--- config.mk ---
export PLATFORM = sky130hd
export DESIGN_NAME = charger_ctrl
export DESIGN_NICKNAME = d
export VERILOG_FILES = /design/src/pkg/charger_pkg.sv /design/src/rtl/ms_tick.sv /design/src/rtl/charger_ctrl.sv
export VERILOG_INCLUDE_DIRS = /design/src /design/src/pkg
export SDC_FILE = /design/constraint.sdc
export NUM_CORES = 1
export LEC_CHECK = 0
export ABC_AREA = 1
export BUFFER_PORTS_ARGS = -buffer_cell sky130_fd_sc_hd__buf_2
export CAP_MARGIN = 25
export CELL_PAD_IN_SITES_DETAIL_PLACEMENT = 1
export CELL_PAD_IN_SITES_GLOBAL_PLACEMENT = 1
export CORE_ASPECT_RATIO = 0.6
export CORE_MARGIN = 2
export CORE_UTILIZATION = 48
export CTS_BUF_LIST = sky130_fd_sc_hd__clkbuf_8
export DETAILED_ROUTE_END_ITERATION = 8
export GPL_TIMING_DRIVEN = 0
export PLACE_DENSITY_LB_ADDON = 0.1
export SLEW_MARGIN = 30
export SYNTH_ARGS = -nofsm -noshare
export SYNTH_HDL_FRONTEND = slang
export SYNTH_SLANG_ARGS = --single-unit
--- constraint.sdc ---
create_clock -name clk -period 2 [get_ports clk]
set_input_delay 0.3 -clock clk [delete_from_list [all_inputs] [get_ports clk]]
set_output_delay 0.3 -clock clk [all_outputs]
set_load 0.02 [all_outputs]
--- src/pkg/charger_defs.svh ---
// Timing and current constants for the charger sequencer and input protection control.
`ifndef CHARGER_DEFS_SVH
`define CHARGER_DEFS_SVH
`define CLK_HZ 25000000
`define BLANK_MS 10
`define STARTUP_MS 10
`define FAULT_DELAY_NS 1000
`define TRICKLE_MIN 25
`define CC_HOURS 3
`define CV_HOURS 3
`define MS_CYCLES (`CLK_HZ / 1000)
`define TRICKLE_LIMIT_MS (`TRICKLE_MIN * 60 * 1000)
`define CC_LIMIT_MS (`CC_HOURS * 3600 * 1000)
`define CV_LIMIT_MS (`CV_HOURS * 3600 * 1000)
`define TRICKLE_PCT 10
`define FULL_PCT 100
`endif

--- src/pkg/charger_pkg.sv ---
// Charge state type used by the charger sequencer.
package charger_pkg;
  typedef enum logic [2:0] {
    ST_IDLE,
    ST_TRICKLE,
    ST_CC,
    ST_CV,
    ST_SLEEP,
    ST_TIMEOUT
  } charge_state_t;
endpackage

--- src/rtl/ms_tick.sv ---
// Divider that issues a one-cycle pulse each millisecond.
`timescale 1ns/1ps
`include "charger_defs.svh"
module ms_tick #(
  parameter int CYCLES = `MS_CYCLES
) (
  // Clock and reset.
  input wire logic clk,
  input wire logic arst_n,
  // Tick output.
  output logic tick
);
  typedef struct packed {
    logic [31:0] cnt;
    logic tick;
  } tick_state_t;

  tick_state_t s_q;
  tick_state_t s_d;

  always_comb begin
    s_d = s_q;
    s_d.tick = 1'b0;
    if (s_q.cnt >= 32'(CYCLES - 1)) begin
      s_d.cnt = 32'h0000_0000;
      s_d.tick = 1'b1;
    end else begin
      s_d.cnt = s_q.cnt + 32'h0000_0001;
    end
  end

  always_ff @(posedge clk or negedge arst_n) begin
    if (!arst_n) begin
      s_q <= '0;
    end else begin
      s_q <= s_d;
    end
  end

  assign tick = s_q.tick;
endmodule

--- src/rtl/charger_ctrl.sv ---
// Charge phase sequencer with input over-voltage protection control.
`timescale 1ns/1ps
`include "charger_defs.svh"
module charger_ctrl
  import charger_pkg::*;
#(
  parameter int TICK_CYCLES = `MS_CYCLES,
  parameter int BLANK_MS = `BLANK_MS,
  parameter int STARTUP_MS = `STARTUP_MS,
  parameter int TRICKLE_LIMIT_MS = `TRICKLE_LIMIT_MS,
  parameter int CC_LIMIT_MS = `CC_LIMIT_MS,
  parameter int CV_LIMIT_MS = `CV_LIMIT_MS
) (
  // Clock and reset.
  input wire logic clk,
  input wire logic arst_n,
  // Comparator flags from the analog side.
  input wire logic supply_above_lockout,
  input wire logic supply_above_lockout_hyst,
  input wire logic input_overvoltage,
  input wire logic bat_below_precond,
  input wire logic bat_at_regulation_point,
  input wire logic charge_at_term_current,
  input wire logic bat_below_recharge_threshold,
  // Enable pins.
  input wire logic charger_enable,
  input wire logic protect_stage_enable_low,
  // Protection switch and fault flag.
  output logic switch_on,
  output logic input_fault_flag_n_o,
  output logic input_fault_flag_n_oe,
  // Charger drive and status.
  output logic charge_on,
  output logic [6:0] current_target_pct,
  output logic status_led_on,
  output logic charge_timeout
);
  localparam int NSYNC = 9;

  typedef struct packed {
    logic [NSYNC-1:0] sync1;
    logic [NSYNC-1:0] sync2;
    logic lockout_ok;
    logic fault;
    logic [31:0] blank_cnt;
    logic [31:0] start_cnt;
    logic started;
    logic sw;
    charge_state_t st;
    logic [31:0] phase_ms;
    logic chg;
    logic [6:0] pct;
    logic led;
    logic tmo;
  } ctrl_state_t;

  ctrl_state_t s_q;
  ctrl_state_t s_d;
  logic tick;
  logic [NSYNC-1:0] raw;
  logic lo_above;
  logic lo_hyst;
  logic ovp;
  logic precond_low;
  logic at_reg;
  logic at_term;
  logic below_rch;
  logic chg_en;
  logic prot_dis;
  logic supply_ok;

  ms_tick #(
    .CYCLES(TICK_CYCLES)
  ) u_tick (
    .clk(clk),
    .arst_n(arst_n),
    .tick(tick)
  );

  assign raw = {supply_above_lockout, supply_above_lockout_hyst,
    input_overvoltage, bat_below_precond, bat_at_regulation_point,
    charge_at_term_current, bat_below_recharge_threshold,
    charger_enable, protect_stage_enable_low};
  assign {lo_above, lo_hyst, ovp, precond_low, at_reg, at_term, below_rch,
    chg_en, prot_dis} = s_q.sync2;

  function automatic logic [31:0] count_ms(input logic [31:0] c,
                                           input logic t);
    count_ms = (t && c != 32'hFFFF_FFFF) ? c + 32'h0000_0001 : c;
  endfunction

  // ==========================================================
  // Next state
  always_comb begin
    s_d = s_q;
    s_d.sync1 = raw;
    s_d.sync2 = s_q.sync1;
    if (!lo_above) begin
      s_d.lockout_ok = 1'b0;
    end else if (lo_hyst) begin
      s_d.lockout_ok = 1'b1;
    end
    supply_ok = s_q.lockout_ok && !ovp;
    // unfiltered fault set; blank before release.
    if (ovp) begin
      s_d.fault = 1'b1;
      s_d.blank_cnt = '0;
    end else if (s_q.fault) begin
      s_d.blank_cnt = count_ms(s_q.blank_cnt, tick);
      if (s_q.blank_cnt > 32'(BLANK_MS)) begin
        s_d.fault = 1'b0;
      end
    end
    if (!supply_ok || prot_dis) begin
      s_d.start_cnt = '0;
      s_d.started = 1'b0;
    end else if (!s_q.started) begin
      s_d.start_cnt = count_ms(s_q.start_cnt, tick);
      if (s_q.start_cnt > 32'(STARTUP_MS)) begin
        s_d.started = 1'b1;
      end
    end
    s_d.sw = supply_ok && !prot_dis && s_d.started;
    s_d.phase_ms = count_ms(s_q.phase_ms, tick);
    // charger held idle unless the switch is on and charger enable is high.
    if (!s_q.sw || !chg_en) begin
      s_d.st = ST_IDLE;
      s_d.phase_ms = '0;
    end else begin
      unique case (s_q.st)
        ST_IDLE: begin
          s_d.phase_ms = '0;
          s_d.st = precond_low ? ST_TRICKLE : ST_CC;
        end
        ST_TRICKLE: begin
          if (!precond_low) begin
            s_d.st = ST_CC;
          end else if (s_q.phase_ms >= 32'(TRICKLE_LIMIT_MS)) begin
            s_d.st = ST_TIMEOUT;
          end
        end
        ST_CC: begin
          // enter CV; timer restart and separate CV timeout.
          if (at_reg) begin
            s_d.st = ST_CV;
            s_d.phase_ms = '0;
          end else if (s_q.phase_ms >= 32'(CC_LIMIT_MS)) begin
            s_d.st = ST_TIMEOUT;
          end
        end
        ST_CV: begin
          if (at_term) begin
            s_d.st = ST_SLEEP;
          end else if (s_q.phase_ms >= 32'(CV_LIMIT_MS)) begin
            s_d.st = ST_TIMEOUT;
          end
        end
        ST_SLEEP: begin
          if (below_rch) begin
            s_d.st = ST_IDLE;
          end
        end
        ST_TIMEOUT: begin
          s_d.phase_ms = '0;
        end
      endcase
    end
    s_d.chg = (s_d.st == ST_TRICKLE) || (s_d.st == ST_CC) ||
              (s_d.st == ST_CV);
    s_d.pct = (s_d.st == ST_TRICKLE) ? 7'(`TRICKLE_PCT) :
              s_d.chg ? 7'(`FULL_PCT) : 7'h00;
    s_d.led = s_d.chg;
    s_d.tmo = (s_d.st == ST_TIMEOUT);
  end

  always_ff @(posedge clk or negedge arst_n) begin
    if (!arst_n) begin
      s_q <= '0;
    end else begin
      s_q <= s_d;
    end
  end

  // ==========================================================
  // Outputs
  assign switch_on = s_q.sw;
  assign input_fault_flag_n_o = 1'b0;
  assign input_fault_flag_n_oe = s_q.fault;
  assign charge_on = s_q.chg;
  assign current_target_pct = s_q.pct;
  assign status_led_on = s_q.led;
  assign charge_timeout = s_q.tmo;
endmodule

Word-level counts from Yosys, hierarchy flattened
Cells that the tools add are included.
{ "totals": {"reg_bits": 163, "in_bits": 11, "output_inout_bits": 13, "elab_cells": 86} }
{ "classes": {"addsub": 4, "n_lt_le_gt_ge": 5, "n_eq_ne": 14, "mux": 26, "n_reduce_logical": 22} }
{ "op_table": {"columns": ["operator", "n"], "rows": [
  ["$mux W32", 5],
  ["$mux W33", 4],
  ["$add A32 B1 Y32 const B", 4],
  ["$ne A32 B32 Y1 const B", 3],
  ["$gt A32 B4 Y1 const B", 2],
  ["$pmux W32 S2", 1],
  ["$mux W35", 1],
  ["$ge A32 B15 Y1 const B", 1],
  ["$ge A32 B21 Y1 const B", 1],
  ["$ge A32 B24 Y1 const B", 1],
  ["$mux W3", 6],
  ["$pmux W3 S5", 1],
  ["$mux W7", 2],
  ["$eq A3 B2 Y1 const B", 4],
  ["$eq A3 B3 Y1 const B", 3],
  ["$eq A3 B1 Y1 const B", 2],
  ["$logic_and A1 B1 Y1", 6],
  ["$reduce_bool A2 Y1", 3],
  ["$logic_not A1 Y1", 5],
  ["$mux W1", 5],
  ["$logic_or A1 B1 Y1", 4],
  ["$reduce_and A2 Y1", 2],
  ["$logic_not A3 Y1", 1],
  ["$mux W2", 1],
  ["other kinds (3)", 3]
]} }

Depth between registers and ports, before layout
{ "depth": {"word_depth": 11, "mapped_depth": 14, "mapped_depth_nobuf": 14} }

By module
From an unflattened synthesis, not the netlist that was laid out.
{ "hier_totals": {"cells_unflattened": 1271, "hier_area_um2": 9141.3} }
{ "by_module_without_submodules": {"columns": ["mod", "n_inst", "cells_each", "area_each_um2", "seq_area_each_um2"], "rows": [
  ["charger_ctrl", 1, 1121, 7753.7, 3103.0],
  ["ms_tick", 1, 150, 1387.6, 825.8]
]} }

Worst setup path before layout
Ideal clock, no wire load.
{ "synth_timing": {"path_type": "reg-to-reg", "startpoint": "reg s_q[48] (netlist name)", "endpoint": "reg s_q[55] (netlist name)", "setup_ns": 0.123, "arrival_ns": 1.657, "path_slack_ns": 0.220, "path_stages_with_launch": 14, "n_path_buf": 1, "period_less_slack_ns": 1.780, "cell_sequence": "dfrtp_1 -> ha_1 -> nand2_2 -> nor2_4 -> nand2_4 -> nor2_4 -> inv_2 -> nor2_4 -> nand2_2 -> nand3_4 -> nand2_4 -> buf_2 -> nand2_1 -> o21ai_1"} }
{ "synth_via": {"elab_chain_len": 4, "elab_cells_between_ends": 8, "cone_classes": "add/sub: 1; eq/ne: 1; mux: 3; reduce/logical: 3"} }
{ "synth_lines": {"columns": ["item", "line", "text"], "rows": [
  ["start: declaration", "charger_ctrl.sv:57", "ctrl_state_t s_q;"],
  ["start signal: assignment", "charger_ctrl.sv:178", "s_q <= '0;"],
  ["start signal: assignment", "charger_ctrl.sv:180", "s_q <= s_d;"],
  ["$add A32 B1 Y32 / $ne A32 B32 Y1 (equally long branches)", "charger_ctrl.sv:89", "count_ms = (t && c != 32'hFFFF_FFFF) ? c + 32'h0000_0001 : c;"],
  ["$mux W32 / $logic_and A1 B1 Y1 (equally long branches)", "charger_ctrl.sv:89", null],
  ["$mux W33 / $reduce_bool A2 Y1 (equally long branches)", null, null],
  ["$mux W33 / $reduce_and A2 Y1 (equally long branches)", null, null]
]} }
Parallel ways exist; a longest one is shown, timed or not. The select of a mux whose other input is x is not followed.
A chain may end at the register's enable or synchronous reset.

Final worst setup path
{ "layout_timing": {"startpoint": "reg s_q[51] (netlist name)", "endpoint": "reg s_q[56] (netlist name)"} }
The elaborated chain is that of the path after synthesis.

==> run summary <==
The tools report the initial antenna violation count as 0. After routing, the total negative slack on setup checks comes to 0 ns. Per-cell via count in the routed design: 5.504.

The logs give 0.4926 for the initial standard-cell utilization of the core and 20.76 mm for the HPWL after detailed placement. The design draws 5.844 mW. Port buffering added 20 buffers. Fraction of final layout cells with drive strength greater than 1: 0.1453.

Hold is met by 0.2669 ns. The die covers 0.01983 mm^2. The tools report the final number of setup-violating endpoints as 0. The most flop-heavy register was s_q.

Post-synthesis cell type with the largest combined area: sky130_fd_sc_hd__dfrtp_1. The critical path in this run is classified as reg2reg. On the final layout, the worst clock skew is 0.01814 ns. Area share of the leading cell type in the synthesized netlist: 0.4379. TritonCTS built the clock tree.

STA puts the critical path data required time at 2.40 ns. The die boundary width came out at 180.5 um. Based on the critical path, the design can be clocked at up to 506.5 MHz. In this run the static leakage power is 4.656 nW. The finished cells cover 0.01054 mm^2.

The critical path goes through nand2_1 -> nor2_4 -> nand2_4 -> nor2_4 -> inv_2 -> nor2_4 -> nand2_2 -> nand3_4 -> nand2_8 -> clkinv_8 -> clkbuf_16 -> nand2_2 -> o21ai_1. The register with the most flip-flops in the layout has 101 of them. The total vias in the final route was 8746; the count of state elements after synthesis was 157. The tools report the maximum number of pins on one net before global-route repair as 66.

Setup repair after global routing could not meet its margin everywhere. In this run, distinct cell masters in the synthesized netlist total 41. In the final routed layout, each cell accounts on average for 18.14 um. The depth of the CTS H-tree was 4; the post-synthesis cell area was 0.008971 mm^2. In the synthesized netlist, the number of instances is 1241.

The cell sitting at the root of the clock tree is a sky130_fd_sc_hd__clkbuf_8. The tools report the residual DRC count as 0. The total count of max-transition violations in the final report is 0, and the period utilization is 0.9871.

For the fraction of the yosys area taken by sequential cells, the log shows 0.4379. The async set or reset register ratio after synthesis works out to 1.000. The final layout contains 1354 nets. The most common cell after layout, fill and taps aside is sky130_fd_sc_hd__nand2_1. The shortest period the worst path allows is 1.974 ns.

The number of warning messages in the yosys log is 0, and the synthesized area per cell is 7.229 um^2. Yosys mapped a number of flops with a built-in enable equal to 0. The worst-path maximum fanout works out to 7. The flow ran to the end, and the final reports show no timing, DRC or antenna violations.

At the pin with the least slew margin, the transition time is 0.6770 ns. For this design the ratio of total power to cell area is 554.6 mW/mm^2. IR analysis of the VDD net gives a maximum drop of 0.6177 mV. The overall routing resource usage was 0.2970; the number of DRC violations after detailed-routing iteration 0 was 623. The first TritonRoute pass finished after 5 iterations. In the synthesized netlist the dominant register cell turns out to be sky130_fd_sc_hd__dfrtp_1. The run gives 0.009508 mm^2 as the area of placed instances. The remaining number of nets flagged by the antenna check after routing is 0, and the die boundary height is 109.9 um.

Pin placement for this block handled 24 I/O pins. For the clock sink total, the log shows 157. For the worst setup path, the data arrival time is 2.38 ns.

The number of hold violations in the final report was 0; the maximum root-to-sink buffer count was 2. The number of global-route vias before repair came out at 8729. After synthesis, the cell types taking the most area are sky130_fd_sc_hd__dfrtp_1 44%, sky130_fd_sc_hd__nand2_1 14%, sky130_fd_sc_hd__nor2_1 7.9%, sky130_fd_sc_hd__inv_1 5.6%, sky130_fd_sc_hd__nand3_1 4.5%. The endpoint class of the critical path is a flop. Remaining max-slew budget at the tightest pin: 0.5487. The logs give 0.49 ns for the clock insertion delay at the later pin of the skew report and 28.83 mm for the sum of routed wire length over all layers.

The area overhead of the layout relative to synthesis is 17.46%, and the delay contributed by the slowest stage of the critical path is 0.47 ns. For the total of max-cap violations, the log shows 0. In this run the worst hold path is classified as in2async.

The number of antenna cells inserted came out at 0. The standard cell core area was 0.01821 mm^2. The worst setup path is launched from a flop. For the number of instances in the placed design, the log shows 1522. The worst-path cell with the longest stage delay was sky130_fd_sc_hd__dfrtp_1. The run gives 1589 as the final cell count without fillers.

The library cells used most frequently in the layout, excluding fill and tap cells, are 331 x sky130_fd_sc_hd__nand2_1, 174 x sky130_fd_sc_hd__nor2_1, 141 x sky130_fd_sc_hd__dfrtp_1. The initialized floorplan defines 38 standard-cell rows. Clock-pin slew was measured on the worst setup and hold paths at 0.09 ns. For the number of buffers inserted during clock tree synthesis, the log shows 17. After global routing the overflow that remains totals 0.

The routability congestion estimate was 0.9438; the global-route wire length before repair was 45.89 mm. The cell type with the highest occurrence count on the critical path was sky130_fd_sc_hd__nor2_4.
[routing by layer]
metal / share of wire / GRT usage / up-vias
met5: 0 / 0 / -
li1: - / - / 4154
met3: 0.052 / 0.05134 / 48
met4: 0.020 / 0.1037 / 0
met1: 0.49 / 0.4314 / 4299
met2: 0.43 / 0.4493 / 245
[critical path: cells and delay by family, from the launching register on]
kind                   cells  cell delay [ns]
buffers and inverters      3             0.34
AOI/OAI and AO/OA          1             0.09
and+or+nand+nor            9             0.98
DFF                        1             0.47
[area by class of cell]
type,instances,area [um^2]
multi-input cells,928,4566
flip-flops and latches,157,3949
inverters,141,544.3
repair buffers,58,513.0
plain buffers,33,280.3
well taps,240,300.3
fillers,2329,7672
clock buffers,17,234.0
clock inverters,15,151.4
[power by group]
part	leakage (nW)	internal, mW	total, mW	switching (mW)
clock network	0.197	1.03	2.40	1.38
registers	2.07	3.21	3.24	0.0256
logic	2.39	0.0639	0.201	0.137
total	4.66	4.31	5.84	1.54
[Yosys cell counts (2+ instances only)]
cell type and n:
sky130_fd_sc_hd__nand2_1 341, sky130_fd_sc_hd__nor2_1 189, sky130_fd_sc_hd__dfrtp_1 157, sky130_fd_sc_hd__inv_1 134, sky130_fd_sc_hd__nand3_1 81, sky130_fd_sc_hd__nor3_1 53, sky130_fd_sc_hd__nand4_1 47, sky130_fd_sc_hd__o21ai_1 41
sky130_fd_sc_hd__o21ai_0 40, sky130_fd_sc_hd__xor2_1 29, sky130_fd_sc_hd__a21oi_1 21, sky130_fd_sc_hd__buf_4 13, sky130_fd_sc_hd__nor4_1 12, sky130_fd_sc_hd__clkbuf_1 9, sky130_fd_sc_hd__buf_2 7, sky130_fd_sc_hd__ha_1 7
sky130_fd_sc_hd__buf_6 6, sky130_fd_sc_hd__xnor2_1 6, sky130_fd_sc_hd__inv_2 5, sky130_fd_sc_hd__nor3b_1 5, sky130_fd_sc_hd__or2_2 5, sky130_fd_sc_hd__a31oi_1 3, sky130_fd_sc_hd__nand2_2 3, sky130_fd_sc_hd__nand2_4 3
sky130_fd_sc_hd__nor2_2 3, sky130_fd_sc_hd__nor2_4 3, sky130_fd_sc_hd__nor3_2 3, sky130_fd_sc_hd__o21a_1 2
[kinds of logic (layout without fill, tap and decap cells)]
family	Yosys count	after routing	share of synthesized area
AND/OR/NAND/NOR	752	753	0.3657
buffers and inverters	176	264	0.08521
AO/OA/AOI/OAI	113	113	0.06681
flip-flops	157	157	0.4379
adder cells (fa/ha/maj)	7	7	0.009762
other	1	20	0.0004180
XOR/XNOR	35	35	0.03417
[through the flow]
| step | util | setup slack, ns |
|---|---|---|
| 6_report | 0.5787 | 0.02573 |
| 5_1_grt | 0.5787 | -0.08733 |
| 4_1_cts | 0.5568 | -0.01438 |
| 3_5_place_dp | 0.5221 | -0.3646 |
| 3_3_place_gp | 0.5186 | -1.723 |
| 2_1_floorplan | - | 0.2198 |
[worst paths after layout]
check | from | cells past startpoint | endpoint | slack (ns)
max | s_q[51]$_DFFE_PN0P_ | 13 | s_q[56]$_DFFE_PN0P_ | 0.03
max reg2reg | s_q[51]$_DFFE_PN0P_ | 13 | s_q[56]$_DFFE_PN0P_ | 0.03
min | arst_n | 2 | u_tick.s_q[25]$_DFF_PN0_ | 0.27
min in group clk | s_d[115]$_DFF_PN0_ | 0 | below_rch$_DFF_PN0_ | 0.36
max in group asynchronous | arst_n | 3 | s_q[44]$_DFF_PN0_ | 1.12
min reg2reg | s_d[115]$_DFF_PN0_ | 0 | below_rch$_DFF_PN0_ | 0.36
[timing repair]
| action | in CTS | in global routing |
|---|---|---|
| hold endpoints to repair | 61 | 0 |
| buffers inserted | 12 | 11 |
| hold buffers | 10 | 0 |
| endpoints found under the setup margin | 81 | 94 |
| pin swaps | 5 | 10 |
| gates resized for setup | 15 | 82 |
| gates cloned | 1 | 3 |
Note: power is estimated with default switching activity, not from simulation.
